$ cat src/hdl/ssp_pkg.sv
package ssp_pkg;
    // ------------------------------------------------------------
    // Register map (byte addresses, one word each)
    // ------------------------------------------------------------
    localparam logic [3:0] ADDR_BUF    = 4'h0;  // serial_buffer
    localparam logic [3:0] ADDR_STAT   = 4'h4;  // serial_port_status
    localparam logic [3:0] ADDR_CTRL   = 4'h8;  // serial_port_control
    localparam logic [3:0] ADDR_SLVA   = 4'hC;  // own slave address
    localparam logic [3:0] ADDR_DIR    = 4'h0;  // port_c_direction (word 0x10)
    localparam logic [3:0] ADDR_IRQ    = 4'h4;  // irq flag / enable (word 0x14)
    localparam int         ADDR_HI_BIT = 4;

    // ------------------------------------------------------------
    // Status fields
    // ------------------------------------------------------------
    localparam int STAT_RW    = 2;
    localparam int STAT_START = 3;
    localparam int STAT_STOP  = 4;
    localparam int STAT_DA    = 5;
    localparam int STAT_FULL  = 0;

    // ------------------------------------------------------------
    // Control fields
    // ------------------------------------------------------------
    localparam int CTRL_MODE_LO = 0;
    localparam int CTRL_MODE_HI = 3;
    localparam int CTRL_RELEASE = 4;
    localparam int CTRL_ENABLE  = 5;
    localparam logic [3:0] MODE_SLAVE7  = 4'h6;
    localparam logic [3:0] MODE_SLVIDLE = 4'hB;
    localparam int DIR_SDA = 4;
    localparam int DIR_SCL = 3;
    localparam logic [7:0] CTRL_RST = 8'h00;
    localparam logic [7:0] DIR_RST  = 8'hFF;
    localparam logic [3:0] BIT_LAST = 4'h8;
    localparam logic [3:0] BIT_ZERO = 4'h0;

    // ------------------------------------------------------------
    // Slave byte engine states
    // ------------------------------------------------------------
    typedef enum logic [4:0] {
        ST_IDLE = 5'b00001,
        ST_ADDR = 5'b00010,
        ST_HOLD = 5'b00100,
        ST_SEND = 5'b01000,
        ST_ACK  = 5'b10000
    } ssp_state_type;
endpackage : ssp_pkg

$ cat src/hdl/ssp_sync.sv
`timescale 1ns/1ps
// Three-stage synchroniser; output changes when stages two and three agree
module ssp_sync (
    // Clock and reset
    input  wire logic clk_i,
    input  wire logic rst_i,
    // Asynchronous level in, filtered level out
    input  wire logic d_i,
    output logic      q_o
);
    logic [2:0] s_r;

    // Shift chain, idle high like the bus lines
    always_ff @(posedge clk_i) begin
        if (rst_i) begin
            s_r <= 3'h7;
            q_o <= 1'b1;
        end else begin
            s_r <= {s_r[1:0], d_i};
            if (s_r[1] == s_r[2]) begin
                q_o <= s_r[2];
            end
        end
    end
endmodule : ssp_sync

$ cat src/hdl/ssp_cond.sv
`timescale 1ns/1ps
// Edge and START/STOP detection on the synchronised bus lines
module ssp_cond (
    // Clock and reset
    input  wire logic clk_i,
    input  wire logic rst_i,
    // Synchronised lines
    input  wire logic scl_i,
    input  wire logic sda_i,
    // One-cycle events
    output logic      scl_rise_o,
    output logic      scl_fall_o,
    output logic      start_o,
    output logic      stop_o
);
    logic scl_d_r;
    logic sda_d_r;

    // Previous levels
    always_ff @(posedge clk_i) begin
        if (rst_i) begin
            scl_d_r <= 1'b1;
            sda_d_r <= 1'b1;
        end else begin
            scl_d_r <= scl_i;
            sda_d_r <= sda_i;
        end
    end

    assign scl_rise_o = scl_i & ~scl_d_r;
    assign scl_fall_o = ~scl_i & scl_d_r;
    assign start_o    = scl_i & scl_d_r & sda_d_r & ~sda_i;
    assign stop_o     = scl_i & scl_d_r & ~sda_d_r & sda_i;
endmodule : ssp_cond

$ cat src/hdl/ssp_top.sv
`timescale 1ns/1ps
// Overview of operation
// - Matched read address sets the read/write status bit.
// - Matched read address byte is placed in the serial buffer.
// - After matched read, acknowledge ninth bit then hold clock low.
// - Software write of serial buffer also loads the shift register.
// - Clock stays stretched until software sets release bit 4 of control.
// - Eight data bits leave MSB first, changing on falling clock edges.
// - Interrupt flag per byte, held until software clears it.
// - Interrupt flag set on falling edge of ninth clock pulse.
// - Master acknowledge sampled on rising edge of ninth clock.
// - Not-acknowledge ends transfer, resets status, waits for START.
// - On acknowledge software reloads byte and releases clock; shifting resumes.
// - START and STOP bits clear on reset or module disable.
// - START and STOP bits follow conditions seen on the bus.
// - Clearing direction bits 4:3 drives the pins low; setting releases.
// - Interrupt flag set on START, STOP and each byte.
// - Master works with mode 1011 or slave active.
module ssp_top (
    // System
    input  wire logic        clk_i,
    input  wire logic        rst_i,
    // Wishbone slave
    input  wire logic        cyc_i,
    input  wire logic        stb_i,
    input  wire logic        we_i,
    input  wire logic [4:0]  adr_i,
    input  wire logic [3:0]  sel_i,
    input  wire logic [31:0] dat_i,
    output logic      [31:0] dat_o,
    output logic             ack_o,
    // I2C pins, open drain
    input  wire logic        scl_i,
    output logic             scl_o,
    output logic             scl_oe_o,
    input  wire logic        sda_i,
    output logic             sda_o,
    output logic             sda_oe_o,
    // Serial port interrupt flag, gated by its enable
    output logic             irq_o
);
    // ------------------------------------------------------------
    // Declarations
    // ------------------------------------------------------------
    logic [7:0]  buf_r, shift_r, ctrl_r, slva_r, dir_r, stat_r;
    logic        flag_r, irq_en_r, full_r;
    logic [3:0]  bit_r;
    logic        ack_drv_r, data_low_r;
    ssp_pkg::ssp_state_type state_r;
    logic        scl_s, sda_s, scl_rise, scl_fall, start_ev, stop_ev;
    logic        wr, rd, enable, slave_on, hi;
    logic [3:0]  lo;
    localparam logic [3:0] BIT_LAST_M1 = 4'h7;  // Count of the last data bit before the acknowledge slot
    assign enable   = ctrl_r[ssp_pkg::CTRL_ENABLE];
    assign slave_on = enable &&
                      ctrl_r[ssp_pkg::CTRL_MODE_HI:ssp_pkg::CTRL_MODE_LO] == ssp_pkg::MODE_SLAVE7;
    assign wr = cyc_i & stb_i & we_i & ~ack_o & sel_i[0];
    assign rd = cyc_i & stb_i & ~we_i & ~ack_o;
    assign hi = adr_i[ssp_pkg::ADDR_HI_BIT];
    assign lo = adr_i[3:0];
    // ------------------------------------------------------------
    // Pin synchronisers and condition detection
    // ------------------------------------------------------------
    ssp_sync u_sync_scl (.clk_i(clk_i), .rst_i(rst_i), .d_i(scl_i), .q_o(scl_s));
    ssp_sync u_sync_sda (.clk_i(clk_i), .rst_i(rst_i), .d_i(sda_i), .q_o(sda_s));
    ssp_cond u_cond (
        .clk_i      (clk_i),
        .rst_i      (rst_i),
        .scl_i      (scl_s),
        .sda_i      (sda_s),
        .scl_rise_o (scl_rise),
        .scl_fall_o (scl_fall),
        .start_o    (start_ev),
        .stop_o     (stop_ev)
    );
    // ------------------------------------------------------------
    // Wishbone answer: one wait-free cycle, unmapped reads zero
    // ------------------------------------------------------------
    always_ff @(posedge clk_i) begin
        if (rst_i) begin
            ack_o <= 1'b0;
            dat_o <= 32'h0;
        end else begin
            ack_o <= cyc_i & stb_i & ~ack_o;
            dat_o <= 32'h0;
            if (rd && !hi) begin
                case (lo)
                    ssp_pkg::ADDR_BUF:  dat_o[7:0] <= buf_r;
                    ssp_pkg::ADDR_STAT: dat_o[7:0] <= stat_r;
                    ssp_pkg::ADDR_CTRL: dat_o[7:0] <= ctrl_r;
                    ssp_pkg::ADDR_SLVA: dat_o[7:0] <= slva_r;
                    default:            dat_o      <= 32'h0;
                endcase
            end else if (rd && hi) begin
                case (lo)
                    ssp_pkg::ADDR_DIR: dat_o[7:0] <= dir_r;
                    ssp_pkg::ADDR_IRQ: dat_o[1:0] <= {irq_en_r, flag_r};
                    default:           dat_o      <= 32'h0;
                endcase
            end
        end
    end

    // ------------------------------------------------------------
    // Control, address and direction registers
    // ------------------------------------------------------------
    always_ff @(posedge clk_i) begin
        if (rst_i) begin
            ctrl_r   <= ssp_pkg::CTRL_RST;
            slva_r   <= 8'h00;
            dir_r    <= ssp_pkg::DIR_RST;
            irq_en_r <= 1'b0;
        end else begin
            if (wr && !hi && lo == ssp_pkg::ADDR_CTRL) begin
                ctrl_r <= dat_i[7:0];
            end else if (state_r == ssp_pkg::ST_ACK && scl_fall) begin
                ctrl_r[ssp_pkg::CTRL_RELEASE] <= 1'b0;
            end
            if (wr && !hi && lo == ssp_pkg::ADDR_SLVA) begin
                slva_r <= dat_i[7:0];
            end
            if (wr && hi && lo == ssp_pkg::ADDR_DIR) begin
                dir_r <= dat_i[7:0];
            end
            if (wr && hi && lo == ssp_pkg::ADDR_IRQ) begin
                irq_en_r <= dat_i[1];
            end
        end
    end
    // ------------------------------------------------------------
    // Interrupt flag: set wins over software clear (write 1 to clear)
    // ------------------------------------------------------------
    always_ff @(posedge clk_i) begin
        if (rst_i) begin
            flag_r <= 1'b0;
            irq_o  <= 1'b0;
        end else begin
            if (enable && (start_ev || stop_ev || (state_r == ssp_pkg::ST_ACK && scl_fall)
                           || (state_r == ssp_pkg::ST_ADDR && scl_fall && bit_r == ssp_pkg::BIT_LAST
                               && ack_drv_r))) begin
                flag_r <= 1'b1;
            end else if (wr && hi && lo == ssp_pkg::ADDR_IRQ && dat_i[0]) begin
                flag_r <= 1'b0;
            end
            irq_o <= flag_r & irq_en_r;
        end
    end
    // ------------------------------------------------------------
    // Status register: START/STOP tracking and read/write bit
    // ------------------------------------------------------------
    always_ff @(posedge clk_i) begin
        if (rst_i || !enable) begin
            stat_r <= 8'h00;
        end else begin
            if (start_ev) begin
                stat_r[ssp_pkg::STAT_START] <= 1'b1;
                stat_r[ssp_pkg::STAT_STOP]  <= 1'b0;
            end else if (stop_ev) begin
                stat_r[ssp_pkg::STAT_STOP]  <= 1'b1;
                stat_r[ssp_pkg::STAT_START] <= 1'b0;
                stat_r[ssp_pkg::STAT_RW]    <= 1'b0;
            end
            if (state_r == ssp_pkg::ST_ADDR && scl_fall && bit_r == ssp_pkg::BIT_LAST && ack_drv_r) begin
                stat_r[ssp_pkg::STAT_RW] <= 1'b1;
                stat_r[ssp_pkg::STAT_DA] <= 1'b0;
            end else if (state_r == ssp_pkg::ST_ACK && scl_fall && !data_low_r) begin
                stat_r[ssp_pkg::STAT_RW] <= 1'b0;
                stat_r[ssp_pkg::STAT_DA] <= 1'b0;
            end
            stat_r[ssp_pkg::STAT_FULL] <= full_r;
        end
    end
    // ------------------------------------------------------------
    // Slave transmitter engine
    // ------------------------------------------------------------
    always_ff @(posedge clk_i) begin
        if (rst_i || !slave_on) begin
            state_r    <= ssp_pkg::ST_IDLE;
            bit_r      <= ssp_pkg::BIT_ZERO;
            shift_r    <= 8'h00;
            buf_r      <= 8'h00;
            full_r     <= 1'b0;
            ack_drv_r  <= 1'b0;
            data_low_r <= 1'b0;
        end else begin
            if (wr && !hi && lo == ssp_pkg::ADDR_BUF) begin
                buf_r   <= dat_i[7:0];
                shift_r <= dat_i[7:0];
                full_r  <= 1'b1;
            end
            if (rd && !hi && lo == ssp_pkg::ADDR_BUF) begin
                full_r <= 1'b0;
            end
            if (start_ev) begin
                state_r   <= ssp_pkg::ST_ADDR;
                bit_r     <= ssp_pkg::BIT_ZERO;
                ack_drv_r <= 1'b0;
            end else if (stop_ev) begin
                state_r   <= ssp_pkg::ST_IDLE;
                ack_drv_r <= 1'b0;
            end else begin
                case (state_r)
                    ssp_pkg::ST_ADDR: begin
                        if (scl_rise && bit_r != ssp_pkg::BIT_LAST) begin
                            shift_r <= {shift_r[6:0], sda_s};
                            bit_r   <= bit_r + 4'h1;
                        end
                        if (scl_fall && bit_r == ssp_pkg::BIT_LAST) begin
                            if (ack_drv_r) begin
                                ack_drv_r <= 1'b0;
                                state_r   <= ssp_pkg::ST_HOLD;
                            end else if (shift_r[7:1] == slva_r[7:1] && shift_r[0]) begin
                                buf_r     <= shift_r;
                                full_r    <= 1'b1;
                                ack_drv_r <= 1'b1;
                            end else begin
                                state_r <= ssp_pkg::ST_IDLE;
                            end
                        end
                    end
                    ssp_pkg::ST_HOLD: begin
                        // release once software sets the bit
                        bit_r <= ssp_pkg::BIT_ZERO;
                        if (ctrl_r[ssp_pkg::CTRL_RELEASE]) begin
                            state_r <= ssp_pkg::ST_SEND;
                        end
                    end
                    ssp_pkg::ST_SEND: begin
                        // next bit on each falling edge
                        if (scl_fall) begin
                            shift_r <= {shift_r[6:0], 1'b0};
                            bit_r   <= bit_r + 4'h1;
                            if (bit_r == BIT_LAST_M1) begin
                                state_r <= ssp_pkg::ST_ACK;
                            end
                        end
                    end
                    ssp_pkg::ST_ACK: begin
                        if (scl_rise) begin
                            data_low_r <= ~sda_s;
                        end
                        if (scl_fall) begin
                            state_r <= data_low_r ? ssp_pkg::ST_HOLD : ssp_pkg::ST_IDLE;
                        end
                    end
                    default: state_r <= ssp_pkg::ST_IDLE;
                endcase
            end
        end
    end
    // ------------------------------------------------------------
    // Pin drivers: open drain, enable high means pulling low
    // ------------------------------------------------------------
    always_ff @(posedge clk_i) begin
        if (rst_i) begin
            scl_o    <= 1'b0;
            sda_o    <= 1'b0;
            scl_oe_o <= 1'b0;
            sda_oe_o <= 1'b0;
        end else begin
            scl_o <= 1'b0;
            sda_o <= 1'b0;
            // slave stretch and master drive combine
            scl_oe_o <= ~dir_r[ssp_pkg::DIR_SCL] | (state_r == ssp_pkg::ST_HOLD && !ctrl_r[ssp_pkg::CTRL_RELEASE]);
            sda_oe_o <= ~dir_r[ssp_pkg::DIR_SDA] | ack_drv_r
                        | ((state_r == ssp_pkg::ST_SEND || state_r == ssp_pkg::ST_HOLD) && !shift_r[7]);
        end
    end
    // ------------------------------------------------------------
    // Checks
    // ------------------------------------------------------------
    property p_stretch;
        @(posedge clk_i) disable iff (rst_i)
        (state_r == ssp_pkg::ST_HOLD && !ctrl_r[ssp_pkg::CTRL_RELEASE]) |=> scl_oe_o;
    endproperty
    a_stretch: assert property (p_stretch) else $error("clock not stretched");
    property p_load;
        @(posedge clk_i) disable iff (rst_i)
        (slave_on && wr && !hi && lo == ssp_pkg::ADDR_BUF) |=> (shift_r == buf_r);
    endproperty
    a_load: assert property (p_load) else $error("shift not loaded");
    property p_disable;
        @(posedge clk_i) disable iff (rst_i)
        !enable |=> (stat_r[ssp_pkg::STAT_START] == 1'b0 && stat_r[ssp_pkg::STAT_STOP] == 1'b0);
    endproperty
    a_disable: assert property (p_disable) else $error("start/stop not cleared");
    property p_start;
        @(posedge clk_i) disable iff (rst_i)
        (enable && start_ev) |=> stat_r[ssp_pkg::STAT_START] && flag_r;
    endproperty
    a_start: assert property (p_start) else $error("start not flagged");
    property p_stop;
        @(posedge clk_i) disable iff (rst_i)
        (enable && stop_ev && !start_ev) |=> stat_r[ssp_pkg::STAT_STOP] && flag_r;
    endproperty
    a_stop: assert property (p_stop) else $error("stop not flagged");
    property p_dir;
        @(posedge clk_i) disable iff (rst_i)
        !dir_r[ssp_pkg::DIR_SDA] |=> sda_oe_o && !sda_o;
    endproperty
    a_dir: assert property (p_dir) else $error("data pin not driven low");
    property p_irq;
        @(posedge clk_i) disable iff (rst_i)
        (slave_on && state_r == ssp_pkg::ST_ACK && scl_fall) |=> flag_r;
    endproperty
    a_irq: assert property (p_irq) else $error("byte flag missing");
    property p_nack;
        @(posedge clk_i) disable iff (rst_i)
        (slave_on && state_r == ssp_pkg::ST_ACK && scl_fall && !data_low_r && !start_ev && !stop_ev)
        |=> state_r == ssp_pkg::ST_IDLE;
    endproperty
    a_nack: assert property (p_nack) else $error("nack did not end transfer");
    property p_flag_hold;
        @(posedge clk_i) disable iff (rst_i)
        (flag_r && !(wr && hi && lo == ssp_pkg::ADDR_IRQ)) |=> flag_r;
    endproperty
    a_flag_hold: assert property (p_flag_hold) else $error("flag dropped");
endmodule : ssp_top

$ cat config.mk
export PLATFORM = sky130hd
export DESIGN_NAME = ssp_top
export DESIGN_NICKNAME = d
export VERILOG_FILES = /design/src/hdl/ssp_pkg.sv /design/src/hdl/ssp_sync.sv /design/src/hdl/ssp_cond.sv /design/src/hdl/ssp_top.sv
export SDC_FILE = /design/constraint.sdc
export NUM_CORES = 1
export LEC_CHECK = 0
export BUFFER_PORTS_ARGS = -buffer_cell sky130_fd_sc_hd__buf_2
export CELL_PAD_IN_SITES_DETAIL_PLACEMENT = 0
export CELL_PAD_IN_SITES_GLOBAL_PLACEMENT = 1
export CORE_UTILIZATION = 43
export CTS_CLUSTER_SIZE = 40
export DETAILED_ROUTE_END_ITERATION = 16
export GPL_ROUTABILITY_DRIVEN = 0
export HOLD_SLACK_MARGIN = 0.08
export PLACE_DENSITY = 0.89
export SYNTH_ARGS = -nofsm -noshare
export SYNTH_HDL_FRONTEND = slang
export SYNTH_SLANG_ARGS = --single-unit
$ cat constraint.sdc
create_clock -name clk_i -period 3.2 [get_ports clk_i]
set_input_delay 0.64 -clock clk_i [delete_from_list [all_inputs] [get_ports clk_i]]
set_output_delay 0.64 -clock clk_i [all_outputs]
set_load 0.01 [all_outputs]
==> results.txt, run 1 <==
The run finished with clean final reports. The setup TNS is 0 ns. Setup violations remaining at the end of the flow were counted as 0.

Registers are responsible for 55.2% of the overall power. The cell sitting at the root of the clock tree is a sky130_fd_sc_hd__clkbuf_8. In this run the number of H-tree levels came out at 3. The combinational fraction of design power came out at 3.9%. The final count of pins violating max slew was 0. The clock insertion delay at the later pin of the skew report is 0.35 ns. The number of cell rows is 33. Post-CTS repair changed the size of 0 cells. Input and output buffers added on the ports amount to 32. The final net count came out at 502. The net switching power came out at 0.4125 mW. The maximum net fanout on the critical path is 14. The count of hold buffers inserted by post-cts repair is 0. 86 I/O pins were placed.

The total power density per cell area is 434.0 nW/um^2. The synthesized area divided by synthesized cell count came out at 9.075 sq um. After clock tree synthesis, the setup repair step added 0 buffers. The routed length on met3 is 387 microns. The first global-routing pass estimated 14,060 microns of wire. The number of antenna violations at the first check in global routing came out at 0.

The highest metal layer carrying signal wires in the routed design is met4. The via count of the first global-routing pass is 2,831. The buffer depth of the longest clock path came out at 2. The cell internal power dissipation came out at 1.401 mW. The start-to-end type of the worst setup path is reg -> reg. The global routing usage summed across all routing layers came out at 20.30%. The clock network power share came out at 40.9%. The startpoint identified for the worst register-to-register timing path is bit_r[0]$_SDFFE_PP0P_.

The die boundary height came out at 96.04 microns. STA classifies the critical path endpoint as a flop. The final hold violation count came out at 0. The share of the clock period used by the worst path is 66.02%.

The flop and latch count out of synthesis is 80. The post-synthesis cell count is 419. The share of total power consumed by net switching is 22.75%. TritonCTS built the clock tree.

The worst setup path is launched from a flop. The iteration-0 DRC count of the detailed router came out at 155. Ranked by total cell area, the synthesized netlist is headed by sky130_fd_sc_hd__dfxtp_1 42%, sky130_fd_sc_hd__mux2i_1 5.3%, sky130_fd_sc_hd__buf_4 5.1%. The ratio of routed vias to standard cells is 5.356. The detail route stage leaves a number of antenna-violating nets equal to 0. The most used flip-flop cell after synthesis is sky130_fd_sc_hd__dfxtp_1. The path class of the tightest hold or removal check is reg -> reg. The worst clock skew is 0.01447 ns. The leading area contributor after synthesis is sky130_fd_sc_hd__dfxtp_1. The clock transition at the register clock pins on the worst setup and hold paths after CTS came out at 0.08 ns. The standard cell core area is 8382 sq um. The number of inserted filler cells in the final layout came out at 816.

After detailed routing, the average wire length per cell comes to 15.07 microns. The non-filler instance count after layout is 562. VDD sags by at most 0.0002930 V. In this run the most critical hold path is launched from u_sync_sda.s_r[0]$_SDFF_PP1_. Once placement completed, the tool counted placed cells totaling 546.

In this run the worst setup path begins at bit_r[0]$_SDFFE_PP0P_. The layout cell share with drive strength beyond 1 came out at 17.94%. For the pin with the worst max-slew slack, the measured transition is 0.9670 ns. The repair_antennas step left the layout with diodes totalling 0. The count of different cell masters after synthesis is 63. The final HPWL from detailed placement is 6193 microns.

Measured against its own limit, the worst slew margin works out to 35.39%. The number of DRC violations after detailed routing came out at 0. In this run, synthesis inferred 0 flip-flops with an integrated enable. The number of warnings issued by yosys came out at 0.

In the final routing, the length of wire on met1 measures 3919 microns. Relative to the synthesized area, the layout overhead comes to 9.872%. The count of vias placed by the detailed router came out at 3,010. The clock net in this run drives a total of 80 sinks. The area fraction of the dominant cell type after synthesis is 42.12%.

The initial standard-cell utilization of the core is 45.36%. The cell area reported after detailed placement is 3980 sq um. Buffers inserted during clock tree synthesis total 9. Summing all multi-input logic gate instances after layout gives 2008 sq um. The data required time at the worst endpoint is 3.47 ns. The portion of the post-synthesis area used by sequential elements came out at 42.12%. The sum of overflow across all layers after global routing came out at 0. The storage element area came out at 1602 sq um. The time the worst path needs with I/O delays and setup came out at 2.113 ns. The arrival time of data at the critical path endpoint came out at 2.38 ns. The met2 wire length came out at 4051 microns.

The number of search-and-repair iterations in the first detailed-routing pass is 4. Setup repair after global routing left no endpoint under its margin. The tool flagged a number of max-cap violations equal to 0. After synthesis, the share of flip-flops with an asynchronous set or reset is 0%. The area of all placed cells without fillers is 4178 sq um. The fmax came out at 473.3 MHz. The sum of routed wire length over all layers is 8469 microns. The total die area came out at 9223 sq um. The pin count of the biggest net entering global routing is 49. The x dimension of the die came out at 96.04 microns. The synthesized netlist occupies a cell area of 3802 sq um. In this run the static leakage power is 1.557 nW. The power consumption came out at 1.813 mW.
-- synthesized netlist by cell type, drive strengths merged (3+ instances only) --
master / count
dfxtp: 80
nor2: 47
buf: 35
nand2: 34
o21ai: 21
mux2i: 20
a21oi: 19
a22oi: 11
nand3: 11
nor2b: 11
a31oi: 10
a211o: 9
xnor2: 9
clkbuf: 8
nor3: 8
or2: 8
nand4: 6
and2: 5
inv: 5
mux2: 5
nor3b: 5
a22o: 4
mux4: 4
nand2b: 4
nand3b: 4
nor4: 3
or3: 3
-- power by group through the flow --
stage,Clock (mW),Sequential [mW],Combinational [mW]
2_1_floorplan,0,1.02,0.0649
3_3_place_gp,0,1.02,0.0702
3_5_place_dp,0,1.02,0.0709
4_1_cts,0.759,1.00,0.0711
5_1_grt,0.801,1.00,0.0802
6_report,0.742,1.00,0.0712
-- layout make-up --
| cell class | instances | share of cell area [%] |
|---|---|---|
| timing repair buffer | 40 | 5.271 |
| clock inverter | 5 | 1.348 |
| tap | 105 | 3.145 |
| sequential | 80 | 38.33 |
| inverter | 5 | 0.4492 |
| multi-input combinational | 316 | 48.07 |
| clock buffer | 11 | 3.384 |
-- state kept, by name (all words and copies together), names as in the netlist, 3 cells and up --
register	count
stat_r	4
ctrl_r	8
buf_r	8
slva_r	8
bit_r	4
dat_o	8
shift_r	8
u_sync_sda.s_r	3
u_sync_scl.s_r	3
state_r	5
dir_r	8
-- cell usage in the layout, fill, tap and decap left out, types with 9 or more instances in the layout --
master                     Yosys  layout
sky130_fd_sc_hd__nand2_1      34      34
sky130_fd_sc_hd__xnor2_1       9       9
sky130_fd_sc_hd__nor2b_1      10      10
sky130_fd_sc_hd__nand3_1      11      11
sky130_fd_sc_hd__conb_1        1      26
sky130_fd_sc_hd__mux2i_1      20      20
sky130_fd_sc_hd__a211o_1       9       9
sky130_fd_sc_hd__dfxtp_1      80      80
sky130_fd_sc_hd__clkbuf_8      0      10
sky130_fd_sc_hd__a21oi_1      19      19
sky130_fd_sc_hd__a22oi_1      11      11
sky130_fd_sc_hd__a31oi_1      10      10
sky130_fd_sc_hd__buf_2         6      32
sky130_fd_sc_hd__o21ai_1      13      13
sky130_fd_sc_hd__nor2_1       46      46
-- routing by layer --
| metal | vias up | GRT usage, % |
|---|---|---|
| li1 | 1511 | - |
| met1 | 1403 | 26.74 |
| met2 | 84 | 32.39 |
| met3 | 12 | 5.055 |
| met4 | 0 | 6.716 |
| met5 | - | 0 |
-- worst paths after layout --
kind | to | slack, ns | cells after the start
min reg2reg | u_sync_sda.s_r[1]$_SDFF_PP1_ | 0.41 | 1
min | u_sync_sda.s_r[1]$_SDFF_PP1_ | 0.41 | 1
max | shift_r[0]$_SDFF_PP0_ | 1.09 | 7
max reg2reg | shift_r[0]$_SDFF_PP0_ | 1.09 | 7
-- critical path, cell delays in order (launching register included) --
cell and delay [ns]:
sky130_fd_sc_hd__dfxtp_1 0.33, sky130_fd_sc_hd__inv_1 0.09, sky130_fd_sc_hd__ha_1 0.16, sky130_fd_sc_hd__nand3b_1 0.14
sky130_fd_sc_hd__nand4_2 0.17, sky130_fd_sc_hd__a21boi_1 0.78, sky130_fd_sc_hd__nand2_1 0.17, sky130_fd_sc_hd__o22ai_1 0.20
-- per-stage QoR --
stage / hold slack [ns] / setup slack (ns) / util (%)
after floorplan: 0.3895 / 1.193 / -
after global placement: 0.3904 / 0.8127 / 47.48
after detailed placement: 0.3949 / 0.7916 / 47.48
after CTS: 0.4136 / 1.069 / 49.84
after global routing: 0.4319 / 0.8325 / 49.84
final: 0.4117 / 1.087 / 49.84
-- logic make-up after synthesis --
| group | Yosys count | synth area share, % |
|---|---|---|
| adder cells (fa/ha/maj) | 2 | 0.6580 |
| AND/OR/NAND/NOR | 161 | 22.84 |
| other | 1 | 0.09862 |
| flip-flops | 80 | 42.12 |
| multiplexers | 29 | 9.115 |
| buffers and inverters | 48 | 7.700 |
| AO/OA/AOI/OAI | 88 | 15.17 |
| XOR/XNOR | 10 | 2.304 |
(Power assumes the default switching activity.)
==> run 2, diff against run 1 <==
--- a/config.mk
+++ b/config.mk
@@ -8,12 +8,12 @@
 export BUFFER_PORTS_ARGS = -buffer_cell sky130_fd_sc_hd__buf_2
 export CELL_PAD_IN_SITES_DETAIL_PLACEMENT = 0
 export CELL_PAD_IN_SITES_GLOBAL_PLACEMENT = 1
-export CORE_UTILIZATION = 43
+export CORE_UTILIZATION = 40
 export CTS_CLUSTER_SIZE = 40
 export DETAILED_ROUTE_END_ITERATION = 16
 export GPL_ROUTABILITY_DRIVEN = 0
 export HOLD_SLACK_MARGIN = 0.08
-export PLACE_DENSITY = 0.89
+export PLACE_DENSITY = 0.84
 export SYNTH_ARGS = -nofsm -noshare
 export SYNTH_HDL_FRONTEND = slang
 export SYNTH_SLANG_ARGS = --single-unit
==> constraint.sdc (replaced) <==
create_clock -name clk_i -period 1.95 [get_ports clk_i]
set_input_delay 0.39 -clock clk_i [delete_from_list [all_inputs] [get_ports clk_i]]
set_output_delay 0.39 -clock clk_i [all_outputs]
set_load 0.01 [all_outputs]
==> run 2 against run 1 <==
Routed wire length increased by 4.7%. Register-to-register slack got worse by 1.0 ns. Global-route usage is 2.0 points lower. Hold slack got worse by 0.19 ns. Total power up 67%. Sequential share of layout area down 2.0 points. Fmax is 11% higher. Clock power increased by 68%. Design area up 5.6%. Critical path depth unchanged.
==> results.txt, run 2 (same netlist as run 1, synthesis figures left out) <==
The min-delay analysis places its worst path in the category in -> reg. The area of all placed cells without fillers is 4413 sq um (+5.6%). The critical path goes through inv_1, ha_1, nand3b_1, nand2b_4, a22oi_2, or3b_1, o311ai_2. The x dimension of the die was 99.50 microns (+3.6%). The initial standard-cell utilization of the core is 41.15% (-4.2 points). The clock insertion delay at the later pin of the skew report came out at 0.35 ns (about the same). The number of DRC violations after detailed routing came out at 0 (unchanged). STA classifies the critical path endpoint as a flop. The largest vdd supply drop is 0.0004627 V (+58%). The library cell used most frequently in the layout, excluding fill and tap cells, is sky130_fd_sc_hd__dfxtp_1. The worst reg-to-reg setup slack is 0.05 ns (-1.04 ns). The number of inserted filler cells in the final layout is 922 (+13%).

The standard cell core area is 9240 sq um (+10%). The standard cell with the maximum stage delay on the critical path is sky130_fd_sc_hd__or3b_1. The total leakage power is 1.689 nW (+8.5%). The time the worst path needs with I/O delays and setup came out at 1.901 ns (-0.2115 ns). The data required time at the worst endpoint was 2.20 ns (-1.27 ns).

TritonCTS built the clock tree. The global-route wire length before repair is 14,030 microns (-0.15%). The number of cell rows is 35 (+6.1%). The arrival time of data at the critical path endpoint came to 2.16 ns (-0.22 ns). The layout overhead on the synthesized area came out at 16.06%.

The run finished with clean final reports. The fmax is 526.0 MHz (+11%). The die boundary height is 99.50 microns (+3.6%). The non-filler instance count after layout is 604 (+7.5%). The endpoint of the worst hold path is u_sync_scl.s_r[0]$_SDFF_PP1_.

The ratio of routed vias to standard cells is 5.185 (-3.2%). The count of buffers inserted at the top-level ports is 32 (unchanged). The number of antenna violations at the first check in global routing was 0 (unchanged). The iteration-0 DRC count of the detailed router came out at 132 (-15%). The final net count came to 521 (+3.8%).

The max-capacitance violation count was 0 (unchanged). The clock transition at the register clock pins on the worst setup and hold paths after CTS is 0.08 ns (about the same). The depth of the worst register-to-register path came out at 7 (unchanged). The largest stage delay on the critical path came out at 0.38 ns (-0.40 ns). The worst setup path is launched from a flop. The post-detailed-route count of antenna-violating nets is 0 (unchanged). The number of search-and-repair iterations in the first detailed-routing pass is 4 (unchanged). The clock sink count is 80 (unchanged). The share of the clock period used by the worst path is 97.50% (+31 points). The sum of routed wire length over all layers came to 8871 microns (+4.7%). The wire length per cell was 14.69 microns (-2.5%). The number of placed instances, taps included is 587 (+7.5%). The count of hold buffers inserted by post-cts repair is 0 (unchanged). The I/O pin count is 86 (unchanged). The start of the worst register-to-register path is bit_r[0]$_SDFFE_PP0P_.

The final HPWL from detailed placement is 6590 microns (+6.4%). The number of buffers and inverters on the critical path is 1 (unchanged). The buffer depth of the longest clock path is 2 (unchanged). The number of diodes is 0 (unchanged). The cell area reported after detailed placement came out at 4138 sq um (+4.0%). In this run the most critical hold path is launched from scl_i. The pin slew with the least headroom to its limit came out at 1.047 ns (+0.07998 ns). The layout cell share with drive strength beyond 1 is 22.74% (+4.8 points). The utilization after layout came out at 47.76% (-2.1 points). The pin count of the biggest net entering global routing is 49 (unchanged). The worst clock skew is 0.007712 ns (-0.006755 ns). The sum of overflow across all layers after global routing is 0 (unchanged). The final count of pins violating max slew is 0 (unchanged). Leaving out fill and tap cells, the most frequent cells in the layout are 78 x sky130_fd_sc_hd__dfxtp_1, 46 x sky130_fd_sc_hd__nor2_1, 34 x sky130_fd_sc_hd__nand2_1.

The total power density per cell area came out at 684.3 nW/um^2 (+58%). The clock buffer count from CTS came out at 9 (unchanged). The final hold violation count is 0 (unchanged).

The maximum net fanout on the critical path is 3 (-11). The power consumption is 3.020 mW (+67%). The global routing usage summed across all routing layers came out at 18.31% (-2.0 points). The H-tree level count came out at 3 (unchanged).

The worst register-to-register path ends at state_r[0]$_SDFFE_PP1P_. The count of vias placed by the detailed router is 3,132 (+4.1%). The number of stages on the worst hold path is 2 (+1). The buffer cell driving the clock tree root is sky130_fd_sc_hd__clkbuf_8.

The via count of the first global-routing pass is 2,897 (+2.3%). The critical path's top delay family is simple AND/OR/NAND/NOR gates. The start-to-end type of the worst setup path is reg -> reg. The remaining max-slew budget at the tightest pin is 29.66% (-5.7 points). The setup-violating endpoint count in the final report is 0 (unchanged). Setup repair after global routing could not meet its margin everywhere. The total die area came out at 9900 sq um (+7.3%).
[run 2: how the worst max path moves through the flow]
stage / slack (ns) / end / start / cells past startpoint
6_report: 0.05 / state_r[0]$_SDFFE_PP1P_ / bit_r[0]$_SDFFE_PP0P_ / 7
5_1_grt: -0.03 / buf_r[0]$_SDFF_PP0_ / state_r[0]$_SDFFE_PP1P_ / 5
4_1_cts: 0.02 / state_r[0]$_SDFFE_PP1P_ / bit_r[0]$_SDFFE_PP0P_ / 7
3_5_place_dp: -0.03 / dat_o[2]$_SDFF_PP0_ / adr_i[2] / 6
3_3_place_gp: 0.02 / dat_o[4]$_SDFF_PP0_ / adr_i[2] / 6
2_1_floorplan: 0.19 / buf_r[7]$_SDFF_PP0_ / bit_r[0]$_SDFFE_PP0P_ / 8
[run 2: cell type report]
type / instances / area [sq um] / share of cell area, %
clock buffers: 12 / 165.2 / 3.743
well taps: 129 / 161.4 / 3.658
flip-flops and latches: 80 / 1604 / 36.35
inverters: 5 / 18.77 / 0.4253
clock inverters: 3 / 40.04 / 0.9073
repair buffers: 59 / 362.8 / 8.222
multi-input cells: 316 / 2061 / 46.70
[run 2: per-layer routing]
metal,GRT usage (%),share of wire [%]
met5,0,0
met4,6.674,2.0
met3,4.989,3.9
met2,30.40,48
met1,22.80,46
[run 2: where the power goes]
group | total [mW] | internal, mW | switching, mW
Combinational | 0.124 | 0.0411 | 0.0824
Sequential | 1.64 | 1.64 | 0.00311
Clock | 1.25 | 0.685 | 0.569
Total | 3.02 | 2.37 | 0.654
[run 2: what timing repair did]
action / 4_1_cts / 5_1_grt
gates resized for setup: 1 / 9
buffers inserted: 0 / 2
pin swaps: 1 / 4
hold endpoints to repair: 0 / 0
endpoints found under the setup margin: 1 / 12
[run 2: through the flow]
| step | hold WS (ns) | setup WS, ns | TNS, ns |
|---|---|---|---|
| 2_1_floorplan | 0.3895 | 0.1913 | 0 |
| 3_3_place_gp | 0.3919 | 0.01889 | 0 |
| 3_5_place_dp | 0.3955 | -0.03462 | -0.1654 |
| 4_1_cts | 0.2074 | 0.01899 | 0 |
| 5_1_grt | 0.2082 | -0.02785 | -0.06779 |
| 6_report | 0.2187 | 0.04883 | 0 |
